==> src/verilog/cfglk_pkg.sv <==
// constants for the configuration lock, smi routing and pin select bank
// assumes a plain index/strobe register port on the host clock
package cfglk_pkg;
  localparam logic [7:0] OFS_DISABLE = 8'h26;
  localparam logic [7:0] OFS_REVISION = 8'h27;
  localparam logic [7:0] OFS_SMI = 8'h28;
  localparam logic [7:0] OFS_PINSEL = 8'h2a;
  localparam logic [7:0] OFS_IRQ_STATUS = 8'h2e;
  localparam logic [7:0] OFS_IRQ_MASK = 8'h2f;
  localparam int BIT_SW_LOCK = 7;
  localparam logic [7:0] DISABLE_WMASK = 8'h7f;
  localparam logic [7:0] SMI_WMASK = 8'h3f;
  localparam logic [7:0] PINSEL_WMASK = 8'h7e;
  localparam logic [7:0] RESET_VALUE = 8'h00;
  localparam logic [7:0] REVISION_CODE = 8'h01; // arbitrary value
  localparam int NUM_FUNC = 5;
  localparam int NUM_SMI = 6;
  localparam int BIT_PIN_STRAP = 7;
endpackage

==> src/verilog/cfglk_regs.sv <==
// configuration lock, revision, smi routing and battery-backed pin select
// assumes reg port on ref_clk; pins and battery reset are asynchronous
//
// The implementer's own choice: the plain strobed port.
`timescale 1ns/100ps
module cfglk_regs
  import cfglk_pkg::*;
(
  input wire logic ref_clk,
  input wire logic nrst,
  input wire logic nrst_battery,
  input wire logic [7:0] reg_addr,
  input wire logic [7:0] reg_wdata,
  input wire logic reg_wr,
  input wire logic reg_rd,
  output logic [7:0] reg_rdata,
  input wire logic access_lock_input_n,
  input wire logic lock_pin_selected,
  input wire logic [4:0] func_activate,
  input wire logic global_enable,
  input wire logic [5:0] smi_sources,
  input wire logic supply_control_straps,
  output logic [4:0] func_active,
  output logic system_mgmt_interrupt,
  output logic [7:0] pin_select,
  output logic irq
);
  import cfglk_pkg::*;

  logic [7:0] disable_reg;
  logic [7:0] smi_reg;
  logic [7:0] pinsel_reg;
  logic [5:0] stat_reg;
  logic [5:0] mask_reg;
  logic [5:0] src_s1_reg;
  logic [5:0] src_reg;
  logic [5:0] src_prev_reg;
  logic lock_s1_reg;
  logic lock_reg;
  logic strap_s1_reg;
  logic strap_reg;
  logic strap_done_reg;
  logic batt_up_s1_reg;
  logic batt_up_reg;
  logic hw_lock;
  logic sw_locked;
  logic dis_wr_ok;
  logic [5:0] rise;
  logic [7:0] rd_next;

  // lock and smi source pins cross in through two flops before use
  always_ff @(posedge ref_clk or negedge nrst)
  begin
    if (!nrst)
    begin
      lock_s1_reg <= 1'b0;
      lock_reg <= 1'b0;
      src_s1_reg <= 6'h00;
      src_reg <= 6'h00;
      src_prev_reg <= 6'h00;
    end
    else
    begin
      lock_s1_reg <= ~access_lock_input_n;
      lock_reg <= lock_s1_reg;
      src_s1_reg <= smi_sources;
      src_reg <= src_s1_reg;
      src_prev_reg <= src_reg;
    end
  end

  always_ff @(posedge ref_clk or negedge nrst_battery)
  begin
    if (!nrst_battery)
    begin
      strap_s1_reg <= 1'b0;
      strap_reg <= 1'b0;
      batt_up_s1_reg <= 1'b0;
      batt_up_reg <= 1'b0;
    end
    else
    begin
      strap_s1_reg <= supply_control_straps;
      strap_reg <= strap_s1_reg;
      // marks the edge where strap_reg first holds a real pin sample, not its reset value
      batt_up_s1_reg <= 1'b1;
      batt_up_reg <= batt_up_s1_reg;
    end
  end

  assign hw_lock = lock_reg & lock_pin_selected;
  assign sw_locked = disable_reg[BIT_SW_LOCK];
  assign dis_wr_ok = sw_locked ? 1'b0 : ~hw_lock;

  always_ff @(posedge ref_clk or negedge nrst)
  begin
    if (!nrst)
    begin
      disable_reg <= RESET_VALUE;
    end
    else if (reg_wr && reg_addr == OFS_DISABLE && !hw_lock)
    begin
      // lock bit only ever ORs in; clearing needs reset
      disable_reg[BIT_SW_LOCK] <= sw_locked | reg_wdata[BIT_SW_LOCK];
      if (dis_wr_ok)
      begin
        disable_reg[6:0] <= reg_wdata[6:0] & DISABLE_WMASK[6:0];
      end
    end
  end

  always_ff @(posedge ref_clk or negedge nrst)
  begin
    if (!nrst)
    begin
      smi_reg <= RESET_VALUE;
    end
    else if (reg_wr && reg_addr == OFS_SMI)
    begin
      smi_reg <= reg_wdata & SMI_WMASK;
    end
  end

  // battery domain: survives the main reset
  always_ff @(posedge ref_clk or negedge nrst_battery)
  begin
    if (!nrst_battery)
    begin
      pinsel_reg <= RESET_VALUE;
      strap_done_reg <= 1'b0;
    end
    else
    begin
      if (batt_up_reg && !strap_done_reg)
      begin
        pinsel_reg[BIT_PIN_STRAP] <= strap_reg;
        strap_done_reg <= 1'b1;
      end
      if (reg_wr && reg_addr == OFS_PINSEL)
      begin
        // bit 0 fixed low, bit 7 read-only
        pinsel_reg[6:0] <= reg_wdata[6:0] & PINSEL_WMASK[6:0];
      end
    end
  end

  generate
    genvar gi;
    for (gi = 0; gi < NUM_FUNC; gi++)
    begin : g_func
      always_ff @(posedge ref_clk or negedge nrst)
      begin
        if (!nrst)
          func_active[gi] <= 1'b0;
        else
          func_active[gi] <= ~disable_reg[gi] & func_activate[gi] & global_enable;
      end
    end
  endgenerate

  assign rise = src_reg & ~src_prev_reg;

  always_ff @(posedge ref_clk or negedge nrst)
  begin
    if (!nrst)
      system_mgmt_interrupt <= 1'b0;
    else
      system_mgmt_interrupt <= |(src_reg & smi_reg[5:0]);
  end

  // new edges win over the clear-on-read
  always_ff @(posedge ref_clk or negedge nrst)
  begin
    if (!nrst)
      stat_reg <= 6'h00;
    else if (reg_rd && reg_addr == OFS_IRQ_STATUS)
      stat_reg <= rise;
    else
      stat_reg <= stat_reg | rise;
  end

  always_ff @(posedge ref_clk or negedge nrst)
  begin
    if (!nrst)
      mask_reg <= 6'h00;
    else if (reg_wr && reg_addr == OFS_IRQ_MASK)
      mask_reg <= reg_wdata[5:0];
  end

  always_ff @(posedge ref_clk or negedge nrst)
  begin
    if (!nrst)
      irq <= 1'b0;
    else
      irq <= |(stat_reg & mask_reg);
  end

  always_ff @(posedge ref_clk or negedge nrst_battery)
  begin
    if (!nrst_battery)
      pin_select <= RESET_VALUE;
    else
      pin_select <= pinsel_reg;
  end

  always_comb
  begin
    rd_next = 8'h00;
    case (reg_addr)
      OFS_DISABLE: rd_next = disable_reg;
      OFS_REVISION: rd_next = REVISION_CODE;
      OFS_SMI: rd_next = smi_reg;
      OFS_PINSEL: rd_next = pinsel_reg;
      OFS_IRQ_STATUS: rd_next = {2'b00, stat_reg};
      OFS_IRQ_MASK: rd_next = {2'b00, mask_reg};
      default: rd_next = 8'h00;
    endcase
  end

  always_ff @(posedge ref_clk or negedge nrst)
  begin
    if (!nrst)
      reg_rdata <= 8'h00;
    else if (reg_rd)
      reg_rdata <= rd_next;
    else
      reg_rdata <= 8'h00;
  end

  property p_swlock_sticks;
    @(posedge ref_clk) disable iff (!nrst) disable_reg[7] |=> disable_reg[7];
  endproperty
  a_swlock_sticks: assert property (p_swlock_sticks) else $error("software lock cleared");

  property p_locked_ro;
    @(posedge ref_clk) disable iff (!nrst) disable_reg[7] |=> $stable(disable_reg[6:0]);
  endproperty
  a_locked_ro: assert property (p_locked_ro) else $error("locked bits changed");

  property p_hwlock_blocks;
    @(posedge ref_clk) disable iff (!nrst) hw_lock |=> $stable(disable_reg);
  endproperty
  a_hwlock_blocks: assert property (p_hwlock_blocks) else $error("write passed lock pin");

  property p_unlocked_write;
    @(posedge ref_clk) disable iff (!nrst)
      (reg_wr && reg_addr == OFS_DISABLE && !hw_lock && !disable_reg[7])
      |=> disable_reg[6:0] == $past(reg_wdata[6:0]);
  endproperty
  a_unlocked_write: assert property (p_unlocked_write) else $error("unlocked write lost");

  property p_active;
    @(posedge ref_clk) disable iff (!nrst) func_active[0] |-> $past(func_activate[0] & global_enable & ~disable_reg[0]);
  endproperty
  a_active: assert property (p_active) else $error("function active wrongly");

  property p_rev;
    @(posedge ref_clk) disable iff (!nrst) (reg_rd && reg_addr == OFS_REVISION) |=> reg_rdata == REVISION_CODE;
  endproperty
  a_rev: assert property (p_rev) else $error("bad revision read");

  property p_smi;
    @(posedge ref_clk) disable iff (!nrst) system_mgmt_interrupt |-> $past(|(src_reg & smi_reg[5:0]));
  endproperty
  a_smi: assert property (p_smi) else $error("smi without enabled source");

  property p_pin0;
    @(posedge ref_clk) disable iff (!nrst_battery) !pinsel_reg[0];
  endproperty
  a_pin0: assert property (p_pin0) else $error("pin select bit 0 set");

  // lock and disable checks
  property p_swlock_set;
    @(posedge ref_clk) disable iff (!nrst)
      (reg_wr && reg_addr == OFS_DISABLE && !hw_lock && reg_wdata[BIT_SW_LOCK]) |=> disable_reg[BIT_SW_LOCK];
  endproperty
  a_swlock_set: assert property (p_swlock_set) else $error("software lock not set");

  property p_lock_unselected;
    @(posedge ref_clk) disable iff (!nrst)
      (reg_wr && reg_addr == OFS_DISABLE && !lock_pin_selected && !disable_reg[7]) |=> disable_reg[6:0] == $past(reg_wdata[6:0]);
  endproperty
  a_lock_unselected: assert property (p_lock_unselected) else $error("unselected lock pin blocked write");

  property p_inactive;
    @(posedge ref_clk) disable iff (!nrst) disable_reg[1] |=> !func_active[1];
  endproperty
  a_inactive: assert property (p_inactive) else $error("disabled function active");

  property p_func_on;
    @(posedge ref_clk) disable iff (!nrst) (func_activate[0] && global_enable && !disable_reg[0]) |=> func_active[0];
  endproperty
  a_func_on: assert property (p_func_on) else $error("enabled function not active");

  property p_rdata_disable;
    @(posedge ref_clk) disable iff (!nrst)
      (reg_rd && reg_addr == OFS_DISABLE) |=> reg_rdata == $past(disable_reg);
  endproperty
  a_rdata_disable: assert property (p_rdata_disable) else $error("bad disable read");

  // smi routing checks
  property p_smi_write;
    @(posedge ref_clk) disable iff (!nrst)
      (reg_wr && reg_addr == OFS_SMI) |=> smi_reg == ($past(reg_wdata) & SMI_WMASK);
  endproperty
  a_smi_write: assert property (p_smi_write) else $error("smi enable write lost");

  property p_smi_reserved;
    @(posedge ref_clk) disable iff (!nrst) smi_reg[7:6] == 2'b00;
  endproperty
  a_smi_reserved: assert property (p_smi_reserved) else $error("smi reserved bits set");

  property p_smi_route;
    @(posedge ref_clk) disable iff (!nrst) |(src_reg & smi_reg[5:0]) |=> system_mgmt_interrupt;
  endproperty
  a_smi_route: assert property (p_smi_route) else $error("enabled source not routed");

  property p_smi_off;
    @(posedge ref_clk) disable iff (!nrst) !(|(src_reg & smi_reg[5:0])) |=> !system_mgmt_interrupt;
  endproperty
  a_smi_off: assert property (p_smi_off) else $error("smi without source");

  property p_rdata_smi;
    @(posedge ref_clk) disable iff (!nrst)
      (reg_rd && reg_addr == OFS_SMI) |=> reg_rdata == $past(smi_reg);
  endproperty
  a_rdata_smi: assert property (p_rdata_smi) else $error("bad smi enable read");

  // battery-domain checks
  property p_strap_ro;
    @(posedge ref_clk) disable iff (!nrst_battery) strap_done_reg |=> $stable(pinsel_reg[BIT_PIN_STRAP]);
  endproperty
  a_strap_ro: assert property (p_strap_ro) else $error("strap bit changed");

  property p_pin6;
    @(posedge ref_clk) disable iff (!nrst_battery)
      (reg_wr && reg_addr == OFS_PINSEL) |=> pinsel_reg[6] == $past(reg_wdata[6]);
  endproperty
  a_pin6: assert property (p_pin6) else $error("chassis select write lost");

  property p_pin54;
    @(posedge ref_clk) disable iff (!nrst_battery)
      (reg_wr && reg_addr == OFS_PINSEL) |=> pinsel_reg[5:4] == $past(reg_wdata[5:4]);
  endproperty
  a_pin54: assert property (p_pin54) else $error("ring select write lost");

  property p_pin3;
    @(posedge ref_clk) disable iff (!nrst_battery)
      (reg_wr && reg_addr == OFS_PINSEL) |=> pinsel_reg[3] == $past(reg_wdata[3]);
  endproperty
  a_pin3: assert property (p_pin3) else $error("second led select write lost");

  property p_pin21;
    @(posedge ref_clk) disable iff (!nrst_battery)
      (reg_wr && reg_addr == OFS_PINSEL) |=> pinsel_reg[2:1] == $past(reg_wdata[2:1]);
  endproperty
  a_pin21: assert property (p_pin21) else $error("first led select write lost");

  property p_pin_out;
    @(posedge ref_clk) disable iff (!nrst_battery) pin_select == $past(pinsel_reg);
  endproperty
  a_pin_out: assert property (p_pin_out) else $error("pin select output stale");

  property p_pin_keep;
    @(posedge ref_clk) disable iff (!nrst_battery)
      (!nrst && !reg_wr && strap_done_reg) |=> $stable(pinsel_reg);
  endproperty
  a_pin_keep: assert property (p_pin_keep) else $error("pin select lost in main reset");

  property p_rdata_pinsel;
    @(posedge ref_clk) disable iff (!nrst)
      (reg_rd && reg_addr == OFS_PINSEL) |=> !reg_rdata[0];
  endproperty
  a_rdata_pinsel: assert property (p_rdata_pinsel) else $error("pin select bit 0 read set");

  c_sw_lock: cover property (@(posedge ref_clk) disable iff (!nrst) $rose(disable_reg[7]));
  c_hw_block: cover property (@(posedge ref_clk) disable iff (!nrst) hw_lock && reg_wr && reg_addr == OFS_DISABLE);
  c_smi: cover property (@(posedge ref_clk) disable iff (!nrst) $rose(system_mgmt_interrupt));
  c_pin_write: cover property (@(posedge ref_clk) disable iff (!nrst_battery) reg_wr && reg_addr == OFS_PINSEL);
  c_irq: cover property (@(posedge ref_clk) disable iff (!nrst) $rose(irq));
endmodule // cfglk_regs

==> config.mk <==
export PLATFORM = sky130hd
export DESIGN_NAME = cfglk_regs
export DESIGN_NICKNAME = d
export VERILOG_FILES = /design/src/verilog/cfglk_pkg.sv /design/src/verilog/cfglk_regs.sv
export SDC_FILE = /design/constraint.sdc
export NUM_CORES = 1
export LEC_CHECK = 0
export ABC_CLOCK_PERIOD_IN_PS = 2500
export BUFFER_PORTS_ARGS = -buffer_cell sky130_fd_sc_hd__buf_2
export CAP_MARGIN = 25
export CORE_MARGIN = 5
export CORE_UTILIZATION = 49
export CTS_CLUSTER_SIZE = 8
export DETAILED_ROUTE_END_ITERATION = 12
export PLACE_DENSITY = 0.75
export SKIP_LAST_GASP = 1
export SLEW_MARGIN = 25
export SYNTH_ARGS = -nofsm -noshare
export SYNTH_HDL_FRONTEND = slang
export SYNTH_SLANG_ARGS = --single-unit
==> constraint.sdc <==
create_clock -name ref_clk -period 2.5 [get_ports ref_clk]
set_input_delay 0.125 -clock ref_clk [delete_from_list [all_inputs] [get_ports ref_clk]]
set_output_delay 0.125 -clock ref_clk [all_outputs]
set_load 0.05 [all_outputs]
==> load_flow_metrics.sql, run 1 <==
INSERT INTO impl_metrics (metric_group, metric, value, unit) VALUES
('final_layout', 'ant_diodes', '0', ''),
('timing', 'final.min_clock_period', '1.47', 'ns'),
('die', 'floorplan.die.width', '87.9', 'um'),
('critical_path', 'critical_path_peak_fanout', '6', ''),
('grt', 'via_count_of_the_first_global_routing_pass', '1999', ''),
('placement', 'detailedPlacementHpwl', '4.58', 'mm'),
('final_layout', 'post_route_cells_drive_above_1_share', '0.360', ''),
('routing', 'routed_wire_length_per_instance', '16.7', 'um'),
('critical_path', 'worstSetupPathType', 'input port to flip-flop', ''),
('critical_path', 'arrival', '1.70', 'ns'),
('routing', 'dr.first_iter.drc_count', '145', ''),
('routing', 'vias_cell', '5.27', ''),
('synthesis', 'synth-warning-count', '0', ''),
('critical_path', 'cp_slowest_stage_delay', '0.57', 'ns'),
('clock_network', 'post-cts-setup-buffers', '0', ''),
('final_layout', 'finish.net_count', '328', ''),
('synthesis', 'area_share_of_the_largest_cell_type_after_synthesis', '0.673', ''),
('synthesis', 'synthesized_area_per_cell', '13.8', 'um2'),
('timing', 'min_period_over_period', '0.586', ''),
('clock_network', 'cts-root-buf', 'sky130_fd_sc_hd__clkbuf_8', ''),
('placement', 'globalplace.congestion', '0.891', ''),
('routing', 'drt_wl_total', '6.21', 'mm'),
('routing', 'wl_met3', '434', 'um'),
('placement', 'numPortBuffers', '57', ''),
('power', 'power.total', '2.51', 'mW'),
('synthesis', 'netlist-cell-type-count', '36', ''),
('timing', 'final.setup.tns', '0', 'ns'),
('routing', 'highest-signal-layer', 'met4', ''),
('final_layout', 'layout.cells.non_filler', '372', ''),
('flow_run', 'cap_violations', '0', ''),
('critical_path', 'critPathBufInv', '1', ''),
('clock_network', 'cts_htree_levels', '3', ''),
('timing', 'finalHoldViolations', '0', ''),
('power', 'worst_ir_drop_on_vdd', '0.456', 'mV'),
('clock_network', 'tritoncts', 'built', ''),
('grt', 'antenna_violations_before_repair', '0', ''),
('run_status', 'run_status', 'finished clean', ''),
('die', 'floorplan.core_area', '0.00592', 'mm2'),
('timing', 'achievable-frequency', '682', 'MHz'),
('synthesis', 'synth_edf_count', '0', ''),
('timing', 'rsz0062_at_grt', 'no', ''),
('routing', 'drtPass1Iterations', '4', ''),
('clock_network', 'clock_tree.buffer_depth', '2', ''),
('timing', 'post_route_setup_slack', '1.03', 'ns'),
('synthesis', 'yosys-top-cells-area', 'sky130_fd_sc_hd__dfrtp_1, sky130_fd_sc_hd__mux2_2, sky130_fd_sc_hd__a22oi_1', ''),
('die', 'start_util', '0.503', ''),
('critical_path', 'cp_slowest_cell', 'sky130_fd_sc_hd__or4b_4', ''),
('power', 'p_leak', '1.84', 'nW'),
('final_layout', 'fin_util', '0.618', ''),
('critical_path', 'worstPathCellList', 'buf_2 > or4b_4 > nor2_2 > and3_1 > mux2_2', ''),
('critical_path', 'cell_family_contributing_the_most_delay_on_the_critical_path', 'simple AND/OR/NAND/NOR gates', ''),
('timing', 'finalSetupViolations', '0', ''),
('critical_path', 'cp-start-kind', 'input port', ''),
('synthesis', 'synth.ff_latch_count', '80', ''),
('synthesis', 'ys_dominant_reg_cell', 'sky130_fd_sc_hd__dfrtp_1', ''),
('grt', 'globalRouteOverflowTotal', '0', ''),
('critical_path', 'worstPathRequired', '2.74', 'ns'),
('critical_path', 'timing.rr.start', 'pinsel_reg[1]', ''),
('routing', 'met2_wirelength', '2.87', 'mm'),
('routing', 'post_route_antenna_net_violation_count', '0', ''),
('placement', 'dpl_ws', '0.671', 'ns'),
('grt', 'global_route_wire_length_before_repair', '10.2', 'mm'),
('synthesis', 'synthesis.nets', '251', ''),
('synthesis', 'async_flop_share', '1.00', ''),
('synthesis', 'yosys.cell_count.top_type', 'sky130_fd_sc_hd__dfrtp_1', ''),
('grt', 'pin_count_of_the_biggest_net_entering_global_routing', '23', ''),
('worst_hold_path', 'worst_hold_path_type', 'input port to flip-flop', ''),
('clock_network', 'cts_resized', '0', ''),
('die', 'floorplan.die_area', '0.00773', 'mm2'),
('synthesis', 'synthTopCellsByCount', 'sky130_fd_sc_hd__dfrtp_1, sky130_fd_sc_hd__mux2_2, sky130_fd_sc_hd__nand2_1', ''),
('power', 'pwr_density_cell', '686', 'mW/mm2');
path summary, 6_finish.rpt:
path | end | slack [ns] | cells after the start
min in group asynchronous | pin_select[6] | 0.24 | 2
hold / removal | pinsel_reg[6] | 0.03 | 2
max in group asynchronous | disable_reg[3] | 1.58 | 3
setup / recovery | pinsel_reg[1] | 1.03 | 5
hold reg to reg | src_reg[1] | 0.35 | 0
setup reg to reg | reg_rdata[1] | 1.26 | 3
placed cells by master, fill, tap and decap left out, types with 2 or more instances in the layout:
master	instances
sky130_fd_sc_hd__mux2_2	27
sky130_fd_sc_hd__a22oi_1	8
sky130_fd_sc_hd__conb_1	2
sky130_fd_sc_hd__nor2b_1	2
sky130_fd_sc_hd__dfrtp_1	80
sky130_fd_sc_hd__buf_2	57
sky130_fd_sc_hd__o21ai_0	5
sky130_fd_sc_hd__a32o_1	3
sky130_fd_sc_hd__inv_1	10
sky130_fd_sc_hd__nand2_1	11
sky130_fd_sc_hd__nand2b_1	2
sky130_fd_sc_hd__clkinv_2	3
sky130_fd_sc_hd__clkbuf_8	9
sky130_fd_sc_hd__nand3_1	6
sky130_fd_sc_hd__clkinvlp_4	2
sky130_fd_sc_hd__a22o_1	6
sky130_fd_sc_hd__nor3_1	4
sky130_fd_sc_hd__a21oi_1	5
sky130_fd_sc_hd__dlygate4sd3_1	15
sky130_fd_sc_hd__buf_4	2
sky130_fd_sc_hd__mux2i_1	5
sky130_fd_sc_hd__a31oi_1	2
sky130_fd_sc_hd__nor2_1	10
sky130_fd_sc_hd__and3_1	4
power by group:
part / leakage, nW / internal, mW / switching [mW]
combinational: 0.737 / 0.0856 / 0.154
clock: 0.0920 / 0.455 / 0.435
sequential: 1.01 / 1.35 / 0.0310
kinds of logic (layout without fill, tap and decap cells):
kind of cell / after synthesis / count (layout) / share of synthesized area
flops: 80 / 80 / 0.673
other cells: 2 / 2 / 0.00252
compound gates: 35 / 35 / 0.0866
simple gates: 48 / 48 / 0.0900
buf+inv: 18 / 100 / 0.0290
mux: 32 / 32 / 0.119
through the flow:
stage	hold WS, ns	cell area, um2
6_report	0.0260	3660
5_1_grt	0.00494	3660
4_1_cts	0.00755	3660
2_1_floorplan	-0.171	2980
3_3_place_gp	0.0809	3320
3_5_place_dp	0.0832	3320
layout make-up:
type / count / area [um2]
clock buffers: 10 / 128
clock inverters: 6 / 60.1
fillers: 482 / 2260
inverters: 10 / 37.5
multi-input cells: 117 / 887
flip-flops and latches: 80 / 2000
well taps: 75 / 93.8
repair buffers: 74 / 450
layer usage:
layer,up-vias,GRT usage
met5,-,0
met4,0,0.0669
met1,982,0.244
met2,59,0.277
met3,9,0.0649
li1,910,-
(Power assumes the default switching activity.)
==> run 2: changes to the inputs <==
ABC_CLOCK_PERIOD_IN_PS = 1300   (was 2500)
PLACE_DENSITY = 0.78   (was 0.75)
clock period = 1.3 ns   (was 2.5 ns; I/O delays follow)
==> run 2 against run 1 <==
Effect of this change:
- sequential power up 93%
- final area increased by 9.3%
- sequential share of layout area is 4.6 points lower
- combinational power up 120%
- hold slack got worse by 0.015 ns
- clock power up 140%
- critical path type unchanged
- critical endpoint is now disable_reg[2]
==> load_flow_metrics.sql, run 2 (synthesis gave the netlist of run 1 again) <==
INSERT INTO impl_metrics (metric_group, metric, value, unit) VALUES
('power', 'p_leak', '2.01', 'nW'),
('flow_run', 'cap_violations', '0', ''),
('final_layout', 'final.fill_count', '429', ''),
('routing', 'drt_drc_violations_left', '0', ''),
('clock_network', 'cts_htree_levels', '3', ''),
('clock_network', 'post-cts-setup-buffers', '0', ''),
('die', 'floorplan.die.width', '87.9', 'um'),
('placement', 'globalplace.congestion', '0.855', ''),
('die', 'chipHeight', '87.9', 'um'),
('grt', 'pin_count_of_the_biggest_net_entering_global_routing', '23', ''),
('clock_network', 'cts-root-buf', 'sky130_fd_sc_hd__clkbuf_8', ''),
('placement', 'place.detailed.instances', '364', ''),
('grt', 'globalRouteOverflowTotal', '0', ''),
('die', 'num_rows', '28', ''),
('routing', 'via_count', '2100', ''),
('power', 'internal-power', '4.10', 'mW'),
('timing', 'finalHoldWorstSlack', '0.0113', 'ns'),
('routing', 'drt_wl_total', '6.85', 'mm'),
('grt', 'grt_usage', '0.204', ''),
('worst_hold_path', 'worst_hold_path_type', 'input port to flip-flop', ''),
('final_layout', 'layout.cells.non_filler', '402', ''),
('grt', 'global_route_wire_length_before_repair', '11.5', 'mm'),
('critical_path', 'timing.rr.start', 'disable_reg[7]', ''),
('placement', 'dpl_ws', '-0.372', 'ns'),
('power', 'total_switching_power', '1.27', 'mW'),
('routing', 'drtPass1Iterations', '4', ''),
('timing', 'rsz0062_at_grt', 'no', ''),
('die', 'start_util', '0.503', ''),
('power', 'pwr_density_cell', '1340', 'mW/mm2'),
('routing', 'dr.first_iter.drc_count', '172', ''),
('timing', 'post_route_setup_slack', '0.0596', 'ns'),
('power', 'power.share.sequential', '0.495', ''),
('timing', 'finalHoldViolations', '0', ''),
('clock_network', 'worst_skew_pair.late_latency', '0.36', 'ns'),
('routing', 'post_route_antenna_net_violation_count', '0', ''),
('final_layout', 'synthToLayoutAreaGrowth', '34.4', '%'),
('final_layout', 'design_area', '0.00400', 'mm2'),
('timing', 'timing.final.max_slew_violations', '0', ''),
('power', 'power.share.switching', '0.237', ''),
('final_layout', 'finish.net_count', '358', ''),
('timing', 'final.min_clock_period', '1.24', 'ns'),
('die', 'io-pin-count', '59', ''),
('grt', 'via_count_of_the_first_global_routing_pass', '2343', ''),
('placement', 'cell_area_after_placement', '0.00352', 'mm2'),
('timing', 'min_period_over_period', '0.954', ''),
('critical_path', 'cp-start-kind', 'input port', ''),
('final_layout', 'post_route_cells_drive_above_1_share', '0.410', ''),
('die', 'floorplan.core_area', '0.00592', 'mm2'),
('power', 'worst_ir_drop_on_vdd', '0.895', 'mV'),
('clock_network', 'number_of_buffers_created_by_cts', '9', ''),
('grt', 'antenna_violations_before_repair', '0', ''),
('power', 'pwr-share-comb', '0.098', ''),
('worst_hold_path', 'hold_start', 'reg_wdata[5]', ''),
('die', 'floorplan.die_area', '0.00773', 'mm2'),
('power', 'clock_power_share', '0.407', ''),
('placement', 'detailedPlacementHpwl', '4.96', 'mm'),
('clock_network', 'cts.sink_count', '80', ''),
('critical_path', 'worstSetupStartpoint', 'reg_addr[4]', ''),
('final_layout', 'layout.cells.most_common_list', 'sky130_fd_sc_hd__dfrtp_1, sky130_fd_sc_hd__buf_2, sky130_fd_sc_hd__mux2_2, sky130_fd_sc_hd__buf_4, sky130_fd_sc_hd__dlygate4sd3_1', ''),
('critical_path', 'critical_path.endpoint_type', 'flip-flop', ''),
('clock_network', 'tritoncts', 'built', ''),
('timing', 'achievable-frequency', '806', 'MHz'),
('routing', 'vias_cell', '5.22', ''),
('critical_path', 'critical_path_peak_fanout', '7', ''),
('timing', 'finalSetupViolations', '0', ''),
('routing', 'routed_wire_length_per_instance', '17.0', 'um'),
('final_layout', 'fin_util', '0.675', ''),
('critical_path', 'arrival', '1.48', 'ns'),
('final_layout', 'final_common_cell', 'sky130_fd_sc_hd__dfrtp_1', ''),
('clock_network', 'worst_setup_hold_path_clk_slew', '0.08', 'ns'),
('timing', 'fin_skew', '0.00583', 'ns'),
('critical_path', 'worstPathRequired', '1.54', 'ns'),
('clock_network', 'clock_tree.buffer_depth', '2', ''),
('placement', 'numPortBuffers', '57', ''),
('critical_path', 'worstSetupPathType', 'input port to flip-flop', ''),
('run_status', 'run_status', 'finished clean', ''),
('final_layout', 'ant_diodes', '0', '');
[run 2: stage by stage]
step	setup TNS [ns]	power, mW
after floorplan	-2.16	2.94
after global placement	-7.89	3.17
after detailed placement	-8.78	3.19
after CTS	0	5.40
after global routing	0	5.60
final	0	5.37
[run 2: area by class of cell]
class / instances / area [um2] / area share
sequential: 80 / 2000 / 0.501
clock inverter: 6 / 115 / 0.0288
timing repair buffer: 104 / 718 / 0.180
multi-input combinational: 117 / 903 / 0.226
tap: 75 / 93.8 / 0.0235
inverter: 10 / 37.5 / 0.00939
clock buffer: 10 / 128 / 0.0319
[run 2: worst paths after layout]
kind                                        to  cells past startpoint  slack (ns)
worst max-delay path            disable_reg[2]                      6        0.06
worst min-delay path             pinsel_reg[5]                      2        0.01
worst max register to register  disable_reg[2]                      3        0.11
worst min register to register       strap_reg                      0        0.35
max in group asynchronous       disable_reg[2]                      3        0.63
min in group asynchronous        src_s1_reg[3]                      2        0.19
[run 2: metal layers]
layer	wire, um	GRT usage
met2	3250	0.326
met5	0	0
met4	227	0.0990
met1	2970	0.261
met3	401	0.0517
[run 2: power by group through the flow]
| stage | logic [mW] | clock network [mW] | registers [mW] |
|---|---|---|---|
| 4_1_cts | 0.530 | 2.21 | 2.66 |
| 3_3_place_gp | 0.468 | 0 | 2.70 |
| 3_5_place_dp | 0.478 | 0 | 2.71 |
| 2_1_floorplan | 0.141 | 0 | 2.80 |
| 6_report | 0.528 | 2.18 | 2.66 |
| 5_1_grt | 0.577 | 2.35 | 2.67 |
[run 2: critical path, stage by stage]
cell	delay, ns
sky130_fd_sc_hd__buf_2	0.11
sky130_fd_sc_hd__or4b_4	0.55
sky130_fd_sc_hd__buf_4	0.17
sky130_fd_sc_hd__nor2_4	0.11
sky130_fd_sc_hd__nand4_4	0.16
sky130_fd_sc_hd__mux2_2	0.32
[run 2: timing repair]
action                                 CTS  global route
setup endpoints to repair                0            20
endpoints found under the hold margin   52             0
gates resized for setup                  0             4
hold buffers                            22             0
==> run 3: changes to the inputs <==
ABC_AREA = 1   (was unset)
==> run 3 against run 2 <==
Effect of this change:
- largest cell class unchanged
- final area rose by 0.50%
- critical endpoint is now func_active[4]
- sequential cell count did not move
- die area rose by 4.5%
- synthesized cell count rose by 43%
- utilization fell by 3.5 points
- largest power group unchanged
- global-route usage fell by 2.2 points
- register-to-register slack improved by 0.08 ns
- hold slack improved by 0.17 ns
- clock skew rose by 0.00073 ns
==> load_flow_metrics.sql, run 3 <==
INSERT INTO impl_metrics (metric_group, metric, value, unit) VALUES
('run_status', 'run_status', 'finished clean', ''),
('critical_path', 'critPathBufInv', '3', ''),
('grt', 'globalRouteOverflowTotal', '0', ''),
('synthesis', 'synthesized_area_per_cell', '10.2', 'um2'),
('final_layout', 'finish.net_count', '438', ''),
('timing', 'finalSetupViolations', '0', ''),
('die', 'start_util', '0.498', ''),
('clock_network', 'post-cts-setup-buffers', '0', ''),
('die', 'num_rows', '29', ''),
('synthesis', 'synth.ff_latch_count', '80', ''),
('timing', 'post_route_setup_slack', '0.172', 'ns'),
('routing', 'via_count', '2421', ''),
('final_layout', 'layout.cells.non_filler', '483', ''),
('clock_network', 'clock_tree.buffer_depth', '2', ''),
('timing', 'rsz0062_at_grt', 'no', ''),
('timing', 'min_period_over_period', '0.867', ''),
('critical_path', 'cell_family_contributing_the_most_delay_on_the_critical_path', 'buffers and inverters', ''),
('synthesis', 'synth-warning-count', '0', ''),
('synthesis', 'netlist_instances', '307', ''),
('synthesis', 'synth_top_cell_by_area', 'sky130_fd_sc_hd__dfrtp_1', ''),
('critical_path', 'arrival', '1.37', 'ns'),
('die', 'floorplan.die_area', '0.00808', 'mm2'),
('die', 'io-pin-count', '59', ''),
('timing', 'timing.final.max_slew_violations', '0', ''),
('routing', 'post_route_antenna_net_violation_count', '0', ''),
('flow_run', 'cap_violations', '0', ''),
('grt', 'antenna_violations_before_repair', '0', ''),
('critical_path', 'critical_path_peak_fanout', '1', ''),
('synthesis', 'area_share_of_the_largest_cell_type_after_synthesis', '0.640', ''),
('timing', 'final.setup.tns', '0', 'ns'),
('placement', 'place.detailed.instances', '439', ''),
('die', 'floorplan.core_area', '0.00628', 'mm2'),
('synthesis', 'seq_area_frac_synth', '0.640', ''),
('placement', 'numPortBuffers', '57', ''),
('synthesis', 'yosys-top-cells-area', 'sky130_fd_sc_hd__dfrtp_1, sky130_fd_sc_hd__nand2_1, sky130_fd_sc_hd__nand3_1', ''),
('grt', 'via_count_of_the_first_global_routing_pass', '2478', ''),
('worst_hold_path', 'worst_hold_path_type', 'input port to asynchronous set/reset pin', ''),
('routing', 'dr.first_iter.drc_count', '220', ''),
('critical_path', 'cp-start-kind', 'input port', ''),
('clock_network', 'cts-hold-fix-buffers', '29', ''),
('grt', 'pin_count_of_the_biggest_net_entering_global_routing', '62', ''),
('timing', 'finalHoldWorstSlack', '0.178', 'ns'),
('clock_network', 'worst_setup_hold_path_clk_slew', '0.08', 'ns'),
('grt', 'grt_usage', '0.182', ''),
('routing', 'drtPass1Iterations', '5', ''),
('power', 'worst_ir_drop_on_vdd', '0.850', 'mV'),
('die', 'floorplan.die.width', '89.9', 'um'),
('critical_path', 'path_common_cell', 'sky130_fd_sc_hd__dlygate4sd3_1', ''),
('critical_path', 'worstSetupStartpoint', 'func_activate[4]', ''),
('synthesis', 'synthesis.area', '0.00313', 'mm2'),
('clock_network', 'cts-root-buf', 'sky130_fd_sc_hd__clkbuf_8', ''),
('clock_network', 'tritoncts', 'built', ''),
('synthesis', 'synthesis.nets', '343', ''),
('final_layout', 'final_common_cell', 'sky130_fd_sc_hd__dfrtp_1', ''),
('timing', 'finalHoldViolations', '0', ''),
('critical_path', 'critical_path.endpoint_type', 'flip-flop', ''),
('placement', 'cell_area_after_placement', '0.00351', 'mm2'),
('routing', 'vias_cell', '5.01', ''),
('routing', 'drt_wl_total', '6.84', 'mm'),
('clock_network', 'worst_skew_pair.late_latency', '0.35', 'ns'),
('synthesis', 'ys_dominant_reg_cell', 'sky130_fd_sc_hd__dfrtp_1', ''),
('critical_path', 'timing.rr.start', 'lock_reg', ''),
('synthesis', 'async_flop_share', '1.00', ''),
('die', 'chipHeight', '89.9', 'um'),
('final_layout', 'ant_diodes', '0', ''),
('clock_network', 'number_of_buffers_created_by_cts', '9', ''),
('synthesis', 'synthTopCellsByCount', 'sky130_fd_sc_hd__dfrtp_1, sky130_fd_sc_hd__nand2_1, sky130_fd_sc_hd__nand3_1', ''),
('grt', 'global_route_wire_length_before_repair', '11.8', 'mm'),
('clock_network', 'cts_htree_levels', '3', ''),
('final_layout', 'post_route_cells_drive_above_1_share', '0.241', ''),
('power', 'pwr_density_cell', '1280', 'mW/mm2'),
('clock_network', 'cts.sink_count', '80', ''),
('clock_network', 'cts_resized', '0', ''),
('synthesis', 'yosys.cell_count.top_type', 'sky130_fd_sc_hd__dfrtp_1', ''),
('power', 'p_leak', '2.06', 'nW'),
('final_layout', 'synthToLayoutAreaGrowth', '28.5', '%'),
('synthesis', 'netlist-cell-type-count', '22', ''),
('critical_path', 'cp_slowest_cell', 'sky130_fd_sc_hd__dlygate4sd3_1', ''),
('timing', 'final.min_clock_period', '1.13', 'ns'),
('timing', 'fin_skew', '0.00656', 'ns'),
('placement', 'dpl_ws', '0.0851', 'ns'),
('final_layout', 'layout.cells.most_common_list', 'sky130_fd_sc_hd__dfrtp_1, sky130_fd_sc_hd__nand2_1, sky130_fd_sc_hd__buf_2, sky130_fd_sc_hd__nand3_1, sky130_fd_sc_hd__inv_1', ''),
('routing', 'drt_drc_violations_left', '0', ''),
('critical_path', 'worstPathRequired', '1.55', 'ns'),
('critical_path', 'worstSetupPathType', 'input port to flip-flop', ''),
('synthesis', 'synth_edf_count', '0', ''),
('placement', 'detailedPlacementHpwl', '4.76', 'mm'),
('timing', 'achievable-frequency', '887', 'MHz'),
('routing', 'routed_wire_length_per_instance', '14.2', 'um'),
('critical_path', 'worstPathCellList', 'dlygate4sd3_1 > buf_2 > nand2_1 > dlygate4sd3_1 > nor2_1', ''),
('critical_path', 'cp_slowest_stage_delay', '0.55', 'ns'),
('placement', 'globalplace.congestion', '0.823', ''),
('final_layout', 'design_area', '0.00402', 'mm2');
==> run 3: final cells by class <==
cell class,count,area [um2]
Tap cell,77,96.3
Multi-Input combinational cell,182,930
Clock buffer,9,124
Clock inverter,6,92.6
Timing Repair Buffer,89,623
Inverter,40,150
Sequential cell,80,2000
Fill cell,482,2260
==> run 3: worst paths after layout <==
check	to	slack (ns)	cells past startpoint
setup reg to reg	disable_reg[6]	0.19	6
max in group asynchronous	disable_reg[0]	0.79	3
min in group ref_clk	reg_rdata[7]	0.20	5
setup / recovery	func_active[4]	0.17	5
hold reg to reg	lock_reg	0.35	0
hold / removal	pin_select[3]	0.18	2
==> run 3: per-stage QoR <==
stage	power (mW)	utilization
6_report	5.13	0.640
2_1_floorplan	2.91	-
4_1_cts	5.17	0.640
3_5_place_dp	3.11	0.559
3_3_place_gp	3.10	0.559
5_1_grt	5.36	0.640
==> run 3: routing by layer <==
layer,GRT usage,up-vias,part of all wire
met3,0.0551,14,0.062
met4,0.0695,0,0.022
li1,-,1170,-
met5,0,-,0
met2,0.293,92,0.50
met1,0.231,1145,0.42
==> run 3: kinds of logic (layout without fill, tap and decap cells) <==
logic type,after synthesis,in the layout,synth area share
AND/OR/NAND/NOR,136,136,0.219
flip-flops,80,80,0.640
buffers and inverters,45,144,0.0624
AO/OA/AOI/OAI,44,44,0.0756
other,2,2,0.00240
==> run 3: power by group <==
group | switching (mW) | total (mW) | internal, mW | leakage [nW]
combinational | 0.314 | 0.482 | 0.168 | 1.05
clock | 0.921 | 2.00 | 1.08 | 0.102
sequential | 0.0474 | 2.64 | 2.60 | 0.915
